### config.mk
export PLATFORM = sky130hd
export DESIGN_NAME = scp_top
export DESIGN_NICKNAME = d
export VERILOG_FILES = /design/src/scp_pkg.sv /design/src/scp_link_if.sv /design/src/scp_clk_div.sv /design/src/scp_sync.sv /design/src/scp_top.sv
export SDC_FILE = /design/constraint.sdc
export NUM_CORES = 1
export LEC_CHECK = 0
export ABC_AREA = 0
export BUFFER_PORTS_ARGS = -buffer_cell sky130_fd_sc_hd__buf_4
export CORE_MARGIN = 4
export CORE_UTILIZATION = 50
export CTS_CLUSTER_SIZE = 30
export DETAILED_ROUTE_END_ITERATION = 16
export PLACE_DENSITY = 0.66
export REMOVE_ABC_BUFFERS = 1
export SLEW_MARGIN = 30
export SYNTH_ARGS = -nofsm -noshare
export SYNTH_HDL_FRONTEND = slang
export SYNTH_SLANG_ARGS = --single-unit
### constraint.sdc
create_clock -name i_ref_clk -period 9.07 [get_ports i_ref_clk]
set_input_delay 0.907 -clock i_ref_clk [delete_from_list [all_inputs] [get_ports i_ref_clk]]
set_output_delay 0.907 -clock i_ref_clk [all_outputs]
set_load 0.05 [all_outputs]
### src/scp_pkg.sv
package scp_pkg;
   // register map, byte-wide registers on the plain port
   localparam logic [7:0] ADDR_PRESCALE = 8'h00;
   localparam logic [7:0] ADDR_SLEEP = 8'h01;

   // prescale register layout
   localparam int UNLOCK_BIT = 7;
   localparam int DIV_LSB = 0;
   localparam int DIV_W = 4;
   localparam logic [7:0] UNLOCK_ONLY = 8'h80;
   localparam logic [3:0] DIV_RST_PLAIN = 4'h0;
   localparam logic [3:0] DIV_RST_FUSE = 4'h3;
   localparam logic [3:0] DIV_MAX = 4'h8;

   // sleep register layout
   localparam int ARM_BIT = 0;
   localparam int MODE_LSB = 1;
   localparam int MODE_W = 3;
   localparam logic [2:0] MODE_IDLE = 3'h0;
   localparam logic [2:0] MODE_ADC_NR = 3'h1;
   localparam logic [2:0] MODE_PWR_DOWN = 3'h2;
   localparam logic [2:0] MODE_PWR_SAVE = 3'h3;
   localparam logic [2:0] MODE_STANDBY = 3'h6;

   // timing, in master clock cycles
   localparam logic [2:0] UNLOCK_CYC = 3'h4;
   localparam logic [15:0] WAKE_HALT_CYC = 16'h0004;
   localparam logic [15:0] STANDBY_START_CYC = 16'h0006;
   localparam int STARTUP_CYC_DEFAULT = 16384;
   localparam logic [1:0] STRAP_SETTLE = 2'h3;

   // clock domain run mask bit positions
   localparam int DOM_CPU = 0;
   localparam int DOM_FLASH = 1;
   localparam int DOM_IO = 2;
   localparam int DOM_ADC = 3;
   localparam int DOM_ASY = 4;
   localparam int DOM_OSC = 5;
   localparam int DOM_W = 6;
   localparam logic [5:0] DOM_ALL = 6'h3f;
   localparam logic [5:0] DOM_NONE = 6'h00;

   // synchroniser lanes
   localparam int SYN_WAKE = 0;
   localparam int SYN_FUSE = 1;
   localparam int SYN_W = 2;

   typedef enum logic [1:0] {
      ST_RUN,
      ST_SLEEP,
      ST_START,
      ST_HALT
   } scp_state_t;
endpackage

### src/scp_link_if.sv
`timescale 1ns/10ps
interface scp_link_if;
   import scp_pkg::*;
   logic [DIV_W-1:0] div_code;
   logic div_load;
   logic tick;
   logic [SYN_W-1:0] raw;
   logic [SYN_W-1:0] sync;

   modport div (input div_code, input div_load, output tick);
   modport syn (input raw, output sync);
   modport ctl (output div_code, output div_load, output raw, input tick, input sync);
endinterface

### src/scp_clk_div.sv
`timescale 1ns/10ps
module scp_clk_div
   import scp_pkg::*;
(
   input wire logic i_ref_clk,
   input wire logic i_rstn,
   scp_link_if.div lnk
);
   logic [7:0] cnt_r;
   logic [DIV_W-1:0] cur_r;
   logic [DIV_W-1:0] pend_r;
   logic pend_valid_r;
   logic [7:0] limit;

   // factor is 2**code; tick ends each divided period
   assign limit = 8'((9'h001 << cur_r) - 9'h001);
   assign lnk.tick = (cnt_r == limit);

   // a new code waits for the end of the running period, so no period
   // is ever cut short by a change
   always_ff @(posedge i_ref_clk or negedge i_rstn) begin
      if (!i_rstn) begin
         pend_r <= DIV_RST_PLAIN;
         pend_valid_r <= 1'b0;
      end else if (lnk.div_load) begin
         pend_r <= lnk.div_code;
         pend_valid_r <= 1'b1;
      end else if (lnk.tick) begin
         pend_valid_r <= 1'b0;
      end
   end

   always_ff @(posedge i_ref_clk or negedge i_rstn) begin
      if (!i_rstn) begin
         cnt_r <= 8'h00;
         cur_r <= DIV_RST_PLAIN;
      end else if (lnk.tick) begin
         cnt_r <= 8'h00;
         if (pend_valid_r) begin
            cur_r <= pend_r;
         end
      end else begin
         cnt_r <= cnt_r + 8'h01;
      end
   end
endmodule

### src/scp_sync.sv
`timescale 1ns/10ps
module scp_sync
   import scp_pkg::*;
(
   input wire logic i_ref_clk,
   input wire logic i_rstn,
   scp_link_if.syn lnk
);
   genvar g;
   generate
      for (g = 0; g < SYN_W; g++) begin : g_lane
         logic s1_r;
         logic s2_r;
         logic s3_r;
         logic out_r;
         always_ff @(posedge i_ref_clk or negedge i_rstn) begin
            if (!i_rstn) begin
               s1_r <= 1'b0;
               s2_r <= 1'b0;
               s3_r <= 1'b0;
               out_r <= 1'b0;
            end else begin
               s1_r <= lnk.raw[g];
               s2_r <= s1_r;
               s3_r <= s2_r;
               // follow only once the last two stages agree
               if (s2_r == s3_r) begin
                  out_r <= s3_r;
               end
            end
         end
         assign lnk.sync[g] = out_r;
      end
   endgenerate
endmodule

### src/scp_top.sv
`timescale 1ns/10ps
module scp_top
   import scp_pkg::*;
#(
   parameter int STARTUP_CYC = STARTUP_CYC_DEFAULT
)
(
   input wire logic i_ref_clk,
   input wire logic i_rstn,
   input wire logic [7:0] i_addr,
   input wire logic [7:0] i_wdata,
   input wire logic i_wr,
   input wire logic i_rd,
   output logic [7:0] o_rdata,
   input wire logic i_sleep_instr,
   input wire logic i_wake_irq,
   input wire logic i_adc_enabled,
   input wire logic i_reset_div8_fuse,
   output logic o_clk_en_cpu,
   output logic o_clk_en_flash,
   output logic o_clk_en_io,
   output logic o_clk_en_adc,
   output logic o_clk_en_asy,
   output logic o_osc_en,
   output logic o_core_halt,
   output logic o_irq_go,
   output logic o_adc_auto_start
);
   scp_link_if lnk ();

   scp_clk_div u_div (
      .i_ref_clk(i_ref_clk),
      .i_rstn(i_rstn),
      .lnk(lnk.div)
   );

   scp_sync u_sync (
      .i_ref_clk(i_ref_clk),
      .i_rstn(i_rstn),
      .lnk(lnk.syn)
   );

   assign lnk.raw[SYN_WAKE] = i_wake_irq;
   assign lnk.raw[SYN_FUSE] = i_reset_div8_fuse;

   logic wr_pre;
   logic wr_slp;
   logic unlock_r;
   logic [2:0] unlock_cnt_r;
   logic [DIV_W-1:0] div_r;
   logic div_load_r;
   logic [1:0] strap_cnt_r;
   logic strap_done_r;
   logic strap_load_r;
   logic unlock_set;
   logic div_wr;
   logic div_ok;
   logic arm_r;
   logic [MODE_W-1:0] mode_r;
   logic [MODE_W-1:0] act_mode_r;
   scp_state_t state_r;
   scp_state_t state_nxt;
   logic [15:0] wait_r;
   logic [15:0] wait_nxt;
   logic [DOM_W-1:0] run_mask;
   logic sleep_go;
   logic wake;
   logic [7:0] rdata_r;
   logic irq_go_r;
   logic adc_start_r;

   assign wr_pre = i_wr && (i_addr == ADDR_PRESCALE);
   assign wr_slp = i_wr && (i_addr == ADDR_SLEEP);
   assign wake = lnk.sync[SYN_WAKE];

   // decoded once, so the window and the divisor agree on what was taken
   assign unlock_set = wr_pre && (i_wdata == UNLOCK_ONLY) && !unlock_r;
   assign div_wr = wr_pre && !i_wdata[UNLOCK_BIT] && unlock_r;
   assign div_ok = (i_wdata[DIV_LSB +: DIV_W] <= DIV_MAX);

   function automatic logic mode_valid(input logic [MODE_W-1:0] m);
      return (m == MODE_IDLE) || (m == MODE_ADC_NR) || (m == MODE_PWR_DOWN)
         || (m == MODE_PWR_SAVE) || (m == MODE_STANDBY);
   endfunction

   // unlock window: high for the four cycles after the setting write, or until a divisor write closes it
   always_ff @(posedge i_ref_clk or negedge i_rstn) begin
      if (!i_rstn) begin
         unlock_r <= 1'b0;
         unlock_cnt_r <= 3'h0;
      end else if (unlock_set) begin
         unlock_r <= 1'b1;
         unlock_cnt_r <= UNLOCK_CYC;
      end else if (div_wr) begin
         unlock_r <= 1'b0;
         unlock_cnt_r <= 3'h0;
      end else if (unlock_r) begin
         // a second unlock write lands here and only counts down
         unlock_cnt_r <= unlock_cnt_r - 3'h1;
         if (unlock_cnt_r == 3'h1) begin
            unlock_r <= 1'b0;
         end
      end
   end

   // fuse strap is caught once, after the synchroniser has settled
   always_ff @(posedge i_ref_clk or negedge i_rstn) begin
      if (!i_rstn) begin
         strap_cnt_r <= 2'h0;
         strap_done_r <= 1'b0;
         strap_load_r <= 1'b0;
      end else begin
         // one cycle after settling, once the synchroniser output holds the strap
         strap_load_r <= !strap_done_r && (strap_cnt_r == STRAP_SETTLE);
         if (!strap_done_r) begin
            strap_cnt_r <= strap_cnt_r + 2'h1;
            if (strap_cnt_r == STRAP_SETTLE) begin
               strap_done_r <= 1'b1;
            end
         end
      end
   end

   always_ff @(posedge i_ref_clk or negedge i_rstn) begin
      if (!i_rstn) begin
         div_r <= DIV_RST_PLAIN;
         div_load_r <= 1'b0;
      end else begin
         div_load_r <= 1'b0;
         if (strap_load_r) begin
            div_r <= lnk.sync[SYN_FUSE] ? DIV_RST_FUSE : DIV_RST_PLAIN;
            div_load_r <= 1'b1;
         end else if (div_wr) begin
            // reserved codes are dropped; the unlock is still used up
            if (div_ok) begin
               div_r <= i_wdata[DIV_LSB +: DIV_W];
               div_load_r <= 1'b1;
            end
         end
      end
   end

   assign lnk.div_code = div_r;
   assign lnk.div_load = div_load_r;

   always_ff @(posedge i_ref_clk or negedge i_rstn) begin
      if (!i_rstn) begin
         arm_r <= 1'b0;
         mode_r <= MODE_IDLE;
      end else if (wr_slp) begin
         arm_r <= i_wdata[ARM_BIT];
         mode_r <= i_wdata[MODE_LSB +: MODE_W];
      end
   end

   // reserved mode makes the sleep instruction a no-op
   assign sleep_go = i_sleep_instr && arm_r && mode_valid(mode_r);

   always_comb begin
      state_nxt = state_r;
      wait_nxt = wait_r;
      case (state_r)
         ST_RUN: begin
            if (sleep_go) begin
               state_nxt = ST_SLEEP;
            end
         end
         ST_SLEEP: begin
            // a wake still held from the last exit ends the next sleep at once
            if (wake) begin
               if (act_mode_r == MODE_PWR_DOWN || act_mode_r == MODE_PWR_SAVE) begin
                  state_nxt = ST_START;
                  wait_nxt = 16'(STARTUP_CYC);
               end else if (act_mode_r == MODE_STANDBY) begin
                  state_nxt = ST_START;
                  wait_nxt = STANDBY_START_CYC;
               end else begin
                  state_nxt = ST_HALT;
                  wait_nxt = WAKE_HALT_CYC;
               end
            end
         end
         ST_START: begin
            wait_nxt = wait_r - 16'h0001;
            if (wait_r <= 16'h0001) begin
               state_nxt = ST_HALT;
               wait_nxt = WAKE_HALT_CYC;
            end
         end
         ST_HALT: begin
            wait_nxt = wait_r - 16'h0001;
            if (wait_r <= 16'h0001) begin
               state_nxt = ST_RUN;
               wait_nxt = 16'h0000;
            end
         end
         default: begin
            state_nxt = ST_RUN;
            wait_nxt = 16'h0000;
         end
      endcase
   end

   // a reset anywhere in sleep lands here and the core restarts from
   // its reset vector; memories are never touched, only clocks gated
   always_ff @(posedge i_ref_clk or negedge i_rstn) begin
      if (!i_rstn) begin
         state_r <= ST_RUN;
         wait_r <= 16'h0000;
      end else begin
         state_r <= state_nxt;
         wait_r <= wait_nxt;
      end
   end

   always_ff @(posedge i_ref_clk or negedge i_rstn) begin
      if (!i_rstn) begin
         act_mode_r <= MODE_IDLE;
         adc_start_r <= 1'b0;
      end else begin
         adc_start_r <= 1'b0;
         if (state_r == ST_RUN && sleep_go) begin
            act_mode_r <= mode_r;
            adc_start_r <= i_adc_enabled
               && (mode_r == MODE_IDLE || mode_r == MODE_ADC_NR);
         end
      end
   end

   // handler runs only after the halt count of the wake sequence
   always_ff @(posedge i_ref_clk or negedge i_rstn) begin
      if (!i_rstn) begin
         irq_go_r <= 1'b0;
      end else begin
         irq_go_r <= (state_r == ST_HALT) && (state_nxt == ST_RUN);
      end
   end

   always_comb begin
      run_mask = DOM_ALL;
      case (state_r)
         ST_RUN: begin
            run_mask = DOM_ALL;
         end
         ST_SLEEP: begin
            run_mask = DOM_NONE;
            case (act_mode_r)
               MODE_IDLE: begin
                  run_mask = DOM_ALL;
                  run_mask[DOM_CPU] = 1'b0;
                  run_mask[DOM_FLASH] = 1'b0;
               end
               MODE_ADC_NR: begin
                  run_mask = DOM_ALL;
                  run_mask[DOM_CPU] = 1'b0;
                  run_mask[DOM_FLASH] = 1'b0;
                  run_mask[DOM_IO] = 1'b0;
               end
               MODE_PWR_SAVE: begin
                  run_mask[DOM_ASY] = 1'b1;
               end
               MODE_STANDBY: begin
                  run_mask[DOM_OSC] = 1'b1;
               end
               default: begin
                  run_mask = DOM_NONE;
               end
            endcase
         end
         ST_START: begin
            // oscillator restarts; only the asynchronous domain is clocked until stable
            run_mask = DOM_NONE;
            run_mask[DOM_OSC] = 1'b1;
            run_mask[DOM_ASY] = 1'b1;
         end
         ST_HALT: begin
            run_mask = DOM_ALL;
            run_mask[DOM_CPU] = 1'b0;
            run_mask[DOM_FLASH] = 1'b0;
         end
         default: begin
            run_mask = DOM_ALL;
         end
      endcase
   end

   // every synchronous domain shares the one divided tick
   assign o_clk_en_cpu = lnk.tick && run_mask[DOM_CPU];
   assign o_clk_en_flash = lnk.tick && run_mask[DOM_FLASH];
   assign o_clk_en_io = lnk.tick && run_mask[DOM_IO];
   assign o_clk_en_adc = lnk.tick && run_mask[DOM_ADC];
   assign o_clk_en_asy = run_mask[DOM_ASY];
   assign o_osc_en = run_mask[DOM_OSC];
   assign o_core_halt = (state_r != ST_RUN);
   assign o_irq_go = irq_go_r;
   assign o_adc_auto_start = adc_start_r;

   always_ff @(posedge i_ref_clk or negedge i_rstn) begin
      if (!i_rstn) begin
         rdata_r <= 8'h00;
      end else if (i_rd) begin
         // reserved bits read back as zero
         rdata_r <= 8'h00;
         if (i_addr == ADDR_PRESCALE) begin
            rdata_r[UNLOCK_BIT] <= unlock_r;
            rdata_r[DIV_LSB +: DIV_W] <= div_r;
         end else if (i_addr == ADDR_SLEEP) begin
            rdata_r[ARM_BIT] <= arm_r;
            rdata_r[MODE_LSB +: MODE_W] <= mode_r;
         end
      end
   end

   assign o_rdata = rdata_r;
endmodule

==> Word level (Yosys, flattened, before mapping) <==
Index checks and enable logic that the tools add are counted.
{ "totals": {"register_bits": 70, "input_bits": 24, "output_inout_bits": 17} }
{ "op_classes": {"add_sub_neg": 5, "magnitude_cmp": 2, "eq_ne": 19, "shift": 1, "muxes": 40, "n_reduce_logical": 40} }
{ "ops": {"columns": ["cell", "count"], "rows": [
  ["$mux W16", 3],
  ["$pmux W16 S3", 1],
  ["$pmux W6 S4", 1],
  ["$mux W4", 5],
  ["$mux W1", 17],
  ["$le A16 B1 Y1 const B", 1],
  ["$logic_and A1 B1 Y1", 16],
  ["$sub A16 B1 Y16 const B", 1],
  ["$mux W15", 1],
  ["$eq A3 B2 Y1 const B", 4],
  ["$mux W2", 6],
  ["$eq A3 B1 Y1 const B", 3],
  ["$mux W3", 3],
  ["$add A8 B1 Y8 const B", 1],
  ["$eq A8 B1 Y1 const B", 1],
  ["$eq A8 B8 Y1", 1],
  ["$eq A8 B8 Y1 const B", 1],
  ["$logic_not A8 Y1", 1],
  ["$mux W8", 1],
  ["$pmux W2 S4", 1],
  ["$pmux W4 S2", 1],
  ["$reduce_bool A2 Y1", 4],
  ["$shl A1 B4 Y8 const A", 1],
  ["$sub A8 B1 Y8 const B", 1],
  ["15 further kinds", 31]
]} }

==> Depth between registers and ports, before layout <==
Gate-level depths: netlist of the first run.
{ "depth": {"ltp_word": 10, "mapped_depth": 9, "depth_no_buf": 7} }

==> Hierarchy <==
From an unflattened synthesis of the first run, not the netlist that was laid out.
{ "unflattened": {"hier_cells": 343, "hier_area_um2": 3522.1} }
{ "by_module_without_submodules": {"columns": ["module", "instances", "cells_each", "area_per_inst_um2", "seq_area_each_um2"], "rows": [
  ["scp_top", 1, 247, 2358.5, 1126.1],
  ["scp_clk_div", 1, 84, 925.9, 425.4],
  ["scp_sync", 1, 12, 237.7, 200.2]
]} }

==> Worst setup path before layout of the first run <==
OpenSTA, ideal clock, no wires.
{ "synth_path": {"path_type": "reg2out", "start": "reg u_div.cur_r[3]", "end": "out o_clk_en_flash", "arrival_ns": 4.003, "required_ns": 8.163, "setup_slack_ns": 4.160, "stages_incl_launch_ff": 9, "path_buffers": 2, "cell_sequence": "dfrtp_1 buf_6 or4b_2 ha_1 nor3_1 o2111a_1 a211oi_1 nor4_1 buf_4"} }
{ "synth_via": {"elab_chain_len": 4} }
{ "synth_rtl": {"columns": ["item", "line_no", "source"], "rows": [
  ["from (decl)", "scp_clk_div.sv:10", "logic [DIV_W-1:0] cur_r;"],
  ["from (signal assigned)", "scp_clk_div.sv:40", "cur_r <= pend_r;"],
  ["$shl A1 B4 Y8", "scp_clk_div.sv:16", "assign limit = 8'((9'h001 << cur_r) - 9'h001);"],
  ["$sub A8 B1 Y8", "scp_clk_div.sv:16", null],
  ["$eq A8 B8 Y1", "scp_clk_div.sv:17", "assign lnk.tick = (cnt_r == limit);"],
  ["$logic_and A1 B1 Y1", "scp_top.sv:289", "assign o_clk_en_flash = lnk.tick && run_mask[DOM_FLASH];"],
  ["to (decl)", "scp_top.sv:20", "output logic o_clk_en_flash,"]
]} }
No other way between the ends.

==> Final worst setup path of the first run <==
{ "layout_path": {"start": "reg u_div.cur_r[3]", "end": "out o_clk_en_adc"} }
{ "layout_via": {"elab_chain_len": 4} }
{ "layout_rtl": {"columns": ["item", "line_no", "source"], "rows": [
  ["$shl A1 B4 Y8", "scp_clk_div.sv:16", null],
  ["$sub A8 B1 Y8", "scp_clk_div.sv:16", null],
  ["$eq A8 B8 Y1", "scp_clk_div.sv:17", null],
  ["$logic_and A1 B1 Y1", "scp_top.sv:291", "assign o_clk_en_adc = lnk.tick && run_mask[DOM_ADC];"],
  ["to (decl)", "scp_top.sv:22", "output logic o_clk_en_adc,"]
]} }
No other way between the ends.

==> out/qor.txt, run 1 <==
Status - complete, no violations
Die Area - 8490 um2
Clk root buf - clkbuf_8
Placed cells - 466
Largest family of logic cells by synthesized area - simple AND/OR/NAND/NOR gates
Slew Viols, Final - 0
Crit start category - register
Crit path DAT - 3.42 ns
Clock skew - 0.0125 ns
# nets final - 412
CTS resizes - 0
ANT cells - 0
WS Path Type - reg2out
Vias/cell - 5.58
Clk_lat worst skew - 0.35 ns
Avg Synthesized Cell Area - 10.2 um2
Asr flop ratio synth - 100%
P&R area growth vs syn - 14.8%
Yosys warns - 0
DRC viols - 0
Worst slack, placed - 5.09 ns
WL final - 7.24 mm
Final setup TNS - 0 ns
CTS tree - built
Largest net degree at the start of global routing - 71
Die Span Y - 92.1 um
Mapped Area - 3540 um2
Leakage - 0.00185 uW
Period utilization - 47.8%
Worst endpoint required time - 8.16 ns
Clock Tree Buf Depth - 2
Post-synth top area cell - dfrtp_1
Slew Limit Headroom - 46.8%
IO buf count - 37
Die Wd - 92.1 um
Post-synth EDFFs - 0
H-tree levels - 3
Sequential area share after synthesis - 49.5%
Global-route wire length before repair - 12.4 mm
Vias - 2691
Iter 0 DRT Violations - 142
Synth Area in Compound Gates - 15.3%
Power per Cell Area - 259 nW/um2
Layout cell share with drive strength beyond 1 - 20.5%
Total of max-cap violations - 0
CP Max Fanout - 13
Tightest Hold Check Type - reg2reg
Setup WS post-layout - 4.74 ns
Total global routing overflow - 0
I/O pin cnt - 41
Min cycle time layout - 4.33 ns
Routed len/inst - 15.0 um
Fin. Hold Viols - 0
Initial antenna violation count - 0
Mux contribution to synthesized area - 5.27%
Starting Density - 51.8%
Post-CTS Setup Bufs - 0
Worst-Margin Slew - 0.791 ns
TritonRoute pass-1 iters - 4
Hold Buf Count CTS - 0
Distinct cells, synth - 62
CP endpoint kind - primary output
Synthesized instance count - 347
GPL Wtd Cong - 0.829
Final setup viols - 0
#FFs+latches synth - 70
RSZ-0062 raised after global routing - no
Synth Area in XOR/XNOR - 2.72%
Post-synth top flop - dfrtp_1
Post-DP HPWL - 5.15 mm
Core region area - 6830 um2
CTS buffer count - 9
Post-Synth Simple-Gate Area - 19.7%
Rows - 30
DRT antenna net count - 0
Number of global-route vias before repair - 2580
Clk sinks - 70
Gr usage total - 18.5%
Achievable Freq - 231 MHz
Post-Synth Adder-Cell Area - 3.04%
Synth area leaders - dfrtp_1 (50%), a21oi_1 (3.7%), nor2_1 (3.1%), o21ai_0 (3.0%), mux2_2 (2.9%)
VDD IR-drop max - 0.158 mV
CTS clk-pin slew, worst paths - 0.08 ns
Top-area cell type share of the netlist area - 49.5%
Final cell count without fillers - 482
## registers in the layout, indices dropped and copies added, names as in the netlist, 3 cells and up
signal and flops:
o_rdata 5, mode_r 3, unlock_cnt_r 3, wait_r 16, u_div.pend_r 4, act_mode_r 3, u_div.cnt_r 8, u_div.cur_r 4
div_r 4
## layout make-up
class	count	area [um2]
fillers	614	2770
flip-flops and latches	70	1750
multi-input cells	247	1640
repair buffers	37	282
clock buffers	9	124
well taps	96	120
clock inverters	7	80.1
inverters	16	60.1
## worst max-delay path, stage by stage, from the launching register on
cell and delay (ns):
dfrtp_1 0.50, or4b_2 0.70, ha_1 0.26, nor3_1 0.26, o2111a_1 0.23, a211oi_1 0.09, nor3_2 0.58, and3_1 0.26
buf_4 0.20
## metrics by stage
stage	util, %	hold slack, ns	power [uW]	instance area [um2]
2_1_floorplan	-	0.331	702	3450
3_3_place_gp	56.4	0.333	789	3850
3_5_place_dp	56.4	0.340	800	3850
4_1_cts	59.4	0.353	1060	4060
5_1_grt	59.5	0.355	1130	4060
6_report	59.5	0.346	1050	4060
## cell usage in the layout, fill, tap and decap left out, types with 4 or more instances in the layout
master / n
nor3_1: 16
mux2_1: 4
a22oi_1: 5
o21ai_0: 21
inv_1: 16
xor2_1: 8
ha_1: 7
nor2_1: 29
nand2_1: 20
dfrtp_1: 70
a22o_1: 5
and3_1: 7
nand3_1: 11
mux2_2: 9
nor4_1: 8
clkbuf_8: 9
nand2b_1: 6
a21oi_1: 25
mux2i_1: 4
a21o_1: 4
buf_4: 36
## final timing paths
check / start / endpoint / slack, ns / depth (start not counted)
worst max-delay path: u_div.cur_r[3]$_DFFE_PN0P_ / o_clk_en_adc / 4.74 / 8
worst min-delay path: u_sync.g_lane[1].s1_r$_DFF_PN0_ / u_sync.g_lane[1].s2_r$_DFF_PN0_ / 0.35 / 0
worst max register to register: u_div.cur_r[3]$_DFFE_PN0P_ / u_div.cur_r[2]$_DFFE_PN0P_ / 6.03 / 7
worst min register to register: u_sync.g_lane[1].s1_r$_DFF_PN0_ / u_sync.g_lane[1].s2_r$_DFF_PN0_ / 0.35 / 0
max in group asynchronous: i_rstn / o_rdata[1]$_DFFE_PN0P_ / 8.08 / 1
min in group asynchronous: i_rstn / unlock_r$_DFF_PN0_ / 0.55 / 1
## cell families after synthesis
| logic type | after synthesis |
|---|---|
| xor gates and xnor gates | 11 |
| buffers and inverters | 32 |
| other | 1 |
| muxes | 17 |
| AOI/OAI and AO/OA | 83 |
| and+or+nand+nor | 124 |
| DFF | 70 |
| adders and majority gates | 9 |
## power by group
part	switching, uW	internal [uW]	total, uW
clock	128	130	258
sequential	83.3	375	459
combinational	195	141	337
total	407	647	1050
## synthesized netlist by cell type (all sizes together), types with 2 or more instances
cell,n
a21o,4
a21oi,27
a221o,2
a22o,5
a22oi,5
a31oi,2
a32o,2
and2,2
and3,8
buf,11
clkbuf,5
dfrtp,70
ha,7
inv,16
maj3,2
mux2,13
mux2i,4
nand2,20
nand2b,6
nand3,11
nor2,29
nor2b,3
nor3,18
nor4,11
o2111a,2
o21ai,22
o21bai,2
o22ai,2
or2,4
or3,2
or4,4
or4b,2
xnor2,3
xor2,8
## routing by layer
layer | track usage (%) | vias up | share of wire [%]
met5 | 0 | - | 0
met1 | 25.5 | 1294 | 50
met3 | 6.07 | 11 | 5.5
li1 | - | 1317 | -
met2 | 27.6 | 69 | 43
met4 | 5.94 | 0 | 1.5
Note: power is estimated with default switching activity, not from simulation.
==> run 2, diff against run 1 <==
PLACE_DENSITY = 0.69   (was 0.66)
clock period = 3.7 ns   (was 9.07 ns; I/O delays follow)
==> run 2 against run 1 <==
Effect of this change:
- sequential cell count unchanged
- sequential share of layout area shrank 0.51 points
- critical path depth unchanged
- clock skew is 0.0060 ns lower
- count of clock-buffer cells in the layout increased by 1
- register-to-register slack got worse by 5.3 ns
- critical path type unchanged
- largest cell class unchanged
==> out/qor.txt, run 2 (synthesis gave the netlist of run 1 again) <==
Status - complete, no violations (unchanged)
Clock skew - 0.00655 ns (was 0.0125 ns)
H-tree levels - 3 (unchanged)
I/O pin cnt - 41 (unchanged)
Vias - 2669 (was 2691)
Final cell count without fillers - 484 (was 482)
Tightest Hold Check Type - in2async (was reg2reg)
Initial antenna violation count - 0 (unchanged)
Final setup viols - 0 (unchanged)
Number of global-route vias before repair - 2569 (was 2580)
Iter 0 DRT Violations - 144 (was 142)
Routed len/inst - 14.5 um (was 15.0 um)
RSZ-0062 raised after global routing - no (unchanged)
Final setup TNS - 0 ns (unchanged)
Layout cell share with drive strength beyond 1 - 20.9% (was 20.5%)
GPL Wtd Cong - 0.810 (was 0.829)
Post-CTS Setup Bufs - 0 (unchanged)
Slew Limit Headroom - 46.0% (was 46.8%)
Leakage - 0.00188 uW (was 0.00185 uW)
DRT antenna net count - 0 (unchanged)
# fillers - 576 (was 614)
Largest net degree at the start of global routing - 71 (unchanged)
Most common cell after layout, fill and taps aside - dfrtp_1 (unchanged)
Most frequent cells in the layout - dfrtp_1 (69), buf_4 (38), nor2_1 (29), a21oi_1 (26), o21ai_0 (21) (was dfrtp_1 (70), buf_4 (36), nor2_1 (29), a21oi_1 (25), o21ai_0 (21))
Period utilization - 96.7%
Die Area - 8490 um2 (unchanged)
Crit path DAT - 3.21 ns (was 3.42 ns)
Placed cells - 468 (was 466)
Worst R2R Start - u_div.cur_r[1]$_DFFE_PN0P_ (was u_div.cur_r[3]$_DFFE_PN0P_)
Worst endpoint required time - 3.33 ns (was 8.16 ns)
Gr usage total - 17.8% (was 18.5%)
Fin. Hold Viols - 0 (unchanged)
Post-DP HPWL - 5.07 mm (was 5.15 mm)
Min cycle time layout - 3.58 ns
CTS tree - built (unchanged)
Crit start category - register (unchanged)
Power per Cell Area - 655 nW/um2 (was 259 nW/um2)
ANT cells - 0 (unchanged)
CTS clk-pin slew, worst paths - 0.07 ns (was 0.08 ns)
Post-layout total power - 2690 uW (was 1050 uW)
P&R area growth vs syn - 16.2% (was 14.8%)
Clock Tree Buf Depth - 2 (unchanged)
Total of max-cap violations - 0 (unchanged)
Vias/cell - 5.51 (was 5.58)
Hold_ws - 0.0175 ns (was 0.346 ns)
Largest register FFs - 16 (unchanged)
IO buf count - 37 (unchanged)
VDD IR-drop max - 0.337 mV (was 0.158 mV)
Die Span Y - 92.1 um (unchanged)
Most flops, register - wait_r (unchanged)
CP Max Fanout - 11 (was 13)
Rows - 30 (unchanged)
Clk root buf - clkbuf_8 (unchanged)
DRC viols - 0 (unchanged)
Critical path startpoint - u_div.cur_r[1]$_DFFE_PN0P_ (was u_div.cur_r[3]$_DFFE_PN0P_)
Slew Viols, Final - 0 (unchanged)
Worst-Margin Slew - 0.803 ns (was 0.791 ns)
CP endpoint kind - primary output (unchanged)
Achievable Freq - 279 MHz
Die Wd - 92.1 um (unchanged)
Core region area - 6830 um2 (unchanged)
Total global routing overflow - 0 (unchanged)
TritonRoute pass-1 iters - 4 (unchanged)
Worst reg2reg path depth - 7 (unchanged)
WS Path Type - reg2out (unchanged)
Global-route wire length before repair - 12.2 mm (was 12.4 mm)
Starting Density - 51.8% (unchanged)
Clk sinks - 70 (unchanged)
Setup WS post-layout - 0.121 ns (was 4.74 ns)
WL final - 7.04 mm (was 7.24 mm)
Clk_lat worst skew - 0.34 ns (was 0.35 ns)
# nets final - 414 (was 412)
CTS buffer count - 9 (unchanged)
Worst slack, placed - 0.417 ns (was 5.09 ns)
-- run 2: critical path, stage by stage (launching register included) --
cell	delay, ns
dfrtp_1	0.49
or4b_2	0.67
ha_1	0.26
xor2_1	0.21
or4_1	0.50
o221ai_2	0.29
nor3_2	0.10
and3_1	0.18
buf_4	0.18
-- run 2: report_power, final --
part / internal, uW / switching [uW] / leakage, uW
clock network: 447 / 283 / 0.000112
logic: 356 / 483 / 0.000871
registers: 921 / 203 / 0.000892
-- run 2: per-stage QoR --
step	area (um2)	utilization (%)
3_3_place_gp	3860	56.6
4_1_cts	4100	60.1
3_5_place_dp	3860	56.6
2_1_floorplan	3450	-
5_1_grt	4110	60.2
6_report	4110	60.2
-- run 2: routing by layer --
layer	part of all wire [%]	up-vias	track usage, %
met4	2.2	0	8.42
met3	6.0	13	3.86
li1	-	1326	-
met2	44	78	25.1
met1	48	1252	26.0
met5	0	-	0
-- run 2: final timing paths --
| kind | slack (ns) | end |
|---|---|---|
| setup reg to reg | 0.72 | u_div.cur_r[3]$_DFFE_PN0P_ |
| min in group i_ref_clk | 0.13 | u_sync.g_lane[0].s1_r$_DFF_PN0_ |
| hold reg to reg | 0.35 | u_sync.g_lane[0].s2_r$_DFF_PN0_ |
| max in group asynchronous | 3.25 | u_div.cur_r[3]$_DFFE_PN0P_ |
| hold / removal | 0.02 | u_div.cur_r[2]$_DFFE_PN0P_ |
| setup / recovery | 0.12 | o_clk_en_io |
-- run 2: what timing repair did --
| action | CTS | global route |
|---|---|---|
| hold buffers | 0 | 0 |
| hold endpoints to repair | 0 | 0 |
| resized for setup | 0 | 2 |
| endpoints found under the setup margin | 0 | 2 |
-- run 2: layout make-up --
class / count / area (um2) / share of cell area [%]
clock inverter: 6 / 110 / 2.68
timing repair buffer: 39 / 297 / 7.21
tap: 96 / 120 / 2.92
inverter: 16 / 60.1 / 1.46
sequential: 70 / 1750 / 42.6
clock buffer: 10 / 128 / 3.10
multi-input combinational: 247 / 1650 / 40.0
==> run 3, diff against run 2 <==
CELL_PAD_IN_SITES_DETAIL_PLACEMENT = 1   (was not set)
CELL_PAD_IN_SITES_GLOBAL_PLACEMENT = 2   (was not set)
CORE_ASPECT_RATIO = 1.5   (was not set)
CORE_UTILIZATION = 34   (was 50)
PLACE_DENSITY = 0.72   (was 0.69)
==> run 3 against run 2 <==
Effect of this change:
- sequential cell count stayed put
- register-to-register slack better by 0.02 ns
- first-iteration DRC count is 48% lower
- worst setup slack better by 0.016 ns
- critical path depth stayed put
- combinational power is 2.6% higher
- final cell count is 5.2% higher
- fmax is 0.44% higher
- via count is 3.6% higher
- largest cell class unchanged
- largest power group unchanged
==> out/qor.txt, run 3 (synthesis gave the netlist of run 1 again) <==
Max incr delay on CP - 0.68 ns (was 0.67 ns)
VDD IR-drop max - 0.334 mV (was 0.337 mV)
DRT antenna net count - 0 (unchanged)
# nets final - 418 (was 414)
Min cycle time layout - 3.56 ns (was 3.58 ns)
Leakage - 0.00194 uW (was 0.00188 uW)
Gr usage total - 14.8% (was 17.8%)
Status - complete, no violations (unchanged)
Post-DP HPWL - 6.17 mm (was 5.07 mm)
ANT cells - 0 (unchanged)
Die Span Y - 133 um (was 92.1 um)
Clock power frac - 31.3% (was 27.1%)
Global-route wire length before repair - 14.3 mm (was 12.2 mm)
Power per Cell Area - 681 nW/um2 (was 655 nW/um2)
Slew Limit Headroom - 48.2% (was 46.0%)
Total of max-cap violations - 0 (unchanged)
Most flops, register - wait_r (unchanged)
CP Cell Sequence - or4b_2 > ha_1 > xor2_1 > or4_1 > o221ai_4 > nor3_2 > and3_1 > buf_4 (was or4b_2 > ha_1 > xor2_1 > or4_1 > o221ai_2 > nor3_2 > and3_1 > buf_4)
Die Wd - 91.3 um (was 92.1 um)
Slew Viols, Final - 0 (unchanged)
GPL Wtd Cong - 0.750 (was 0.810)
Slowest CP cell - or4b_2 (unchanged)
CP Max Fanout - 10 (was 11)
Sw Share - 36.6% (was 36.0%)
Psw - 1060 uW (was 969 uW)
CP top delay family - simple AND/OR/NAND/NOR gates (unchanged)
Clock skew - 0.00607 ns (was 0.00655 ns)
Rows - 45 (was 30)
Core region area - 10100 um2 (was 6830 um2)
CTS clk-pin slew, worst paths - 0.06 ns (was 0.07 ns)
Clock Tree Buf Depth - 2 (unchanged)
Placed instance area - 3900 um2 (was 3860 um2)
H-tree levels - 3 (unchanged)
Die Area - 12100 um2 (was 8490 um2)
RSZ-0062 raised after global routing - yes (was no)
CTS buffer count - 9 (unchanged)
Period utilization - 96.3% (was 96.7%)
Initial antenna violation count - 0 (unchanged)
P&R area growth vs syn - 20.4% (was 16.2%)
Final setup viols - 0 (unchanged)
CTS tree - built (unchanged)
Achievable Freq - 281 MHz (was 279 MHz)
Buf/Inv on CP - 1 (unchanged)
Vias - 2766 (was 2669)
Largest net degree at the start of global routing - 71 (unchanged)
Vias/cell - 5.43 (was 5.51)
Layout cell share with drive strength beyond 1 - 22.4% (was 20.9%)
Clk_lat worst skew - 0.33 ns (was 0.34 ns)
Starting Density - 34.9% (was 51.8%)
Reg power frac - 39.0% (was 41.7%)
I/O pin cnt - 41 (unchanged)
Final setup TNS - 0 ns (unchanged)
Routed len/inst - 16.5 um (was 14.5 um)
Worst endpoint required time - 3.33 ns (about the same)
Crit start category - register (unchanged)
WL final - 8.41 mm (was 7.04 mm)
Worst-Margin Slew - 0.775 ns (was 0.803 ns)
Iter 0 DRT Violations - 75 (was 144)
TritonRoute pass-1 iters - 4 (unchanged)
Most frequent cells in the layout - dfrtp_1 (67), buf_4 (42), nor2_1 (29), a21oi_1 (26), o21ai_0 (21) (was dfrtp_1 (69), buf_4 (38), nor2_1 (29), a21oi_1 (26), o21ai_0 (21))
Largest register FFs - 16 (unchanged)
Clk root buf - clkbuf_16 (was clkbuf_8)
# fillers - 1141 (was 576)
Fin. Hold Viols - 0 (unchanged)
Crit path DAT - 3.19 ns (was 3.21 ns)
Internal - 1840 uW (was 1720 uW)
Most common cell after layout, fill and taps aside - dfrtp_1 (unchanged)
WS Path Type - reg2out (unchanged)
CP endpoint kind - primary output (unchanged)
Number of global-route vias before repair - 2945 (was 2569)
Combinational share of power - 29.7% (was 31.2%)
Utilization after layout - 42.0% (was 60.2%)
Total global routing overflow - 0 (unchanged)
Clk sinks - 70 (unchanged)
DRC viols - 0 (unchanged)
Fin area - 4260 um2 (was 4110 um2)
IO buf count - 37 (unchanged)
Tightest Hold Check Type - in2async (unchanged)
run 3: stage by stage:
stage	total power, uW	setup WS (ns)	hold WS, ns	cells
floorplan	1720	-1.51	0.0744	333
global placement	1980	0.427	0.334	490
detailed placement	2010	0.376	0.337	490
CTS	2930	0.00324	0.132	506
global route	3110	-0.00844	0.111	509
finish	2900	0.137	0.0302	509
run 3: power by group through the flow:
stage,logic [uW],registers [uW],clock network [uW]
global route,978,1160,968
detailed placement,864,1140,0
floorplan,627,1090,0
finish,861,1130,907
CTS,865,1130,932
global placement,837,1140,0
run 3: per-layer routing:
layer | vias to the layer above | routed length (um) | GRT usage, %
li1 | 1330 | - | -
met1 | 1378 | 3510 | 17.2
met2 | 47 | 4430 | 26.1
met3 | 11 | 285 | 2.96
met4 | 0 | 187 | 6.21
met5 | - | 0 | 0
run 3: repair_timing:
item | CTS | global route
hold buffers | 0 | 0
buffers inserted | 0 | 3
resized for setup | 0 | 5
setup endpoints to repair | 0 | 4
run 3: final cells by class:
cell class,instances,area (um2),area share (%)
clock inverters,6,75.1,1.76
multi-input cells,247,1660,38.9
repair buffers,43,327,7.67
well taps,117,146,3.44
inverters,16,60.1,1.41
clock buffers,10,239,5.61
flip-flops and latches,70,1760,41.2
run 3: path summary, 6_finish.rpt:
kind                                                    to                       startpoint  cells past startpoint  slack (ns)
min in group i_ref_clk     u_sync.g_lane[1].s1_r$_DFF_PN0_                i_reset_div8_fuse                      1        0.14
max reg2reg                     u_div.cur_r[0]$_DFFE_PN0P_       u_div.cur_r[3]$_DFFE_PN0P_                      7        0.74
max                                            o_clk_en_io       u_div.cur_r[3]$_DFFE_PN0P_                      8        0.14
min reg2reg                u_sync.g_lane[1].s2_r$_DFF_PN0_  u_sync.g_lane[1].s1_r$_DFF_PN0_                      0        0.35
min                             strap_cnt_r[1]$_DFFE_PN0N_                           i_rstn                      1        0.03
max in group asynchronous       u_div.cur_r[3]$_DFFE_PN0P_                           i_rstn                      1        3.18
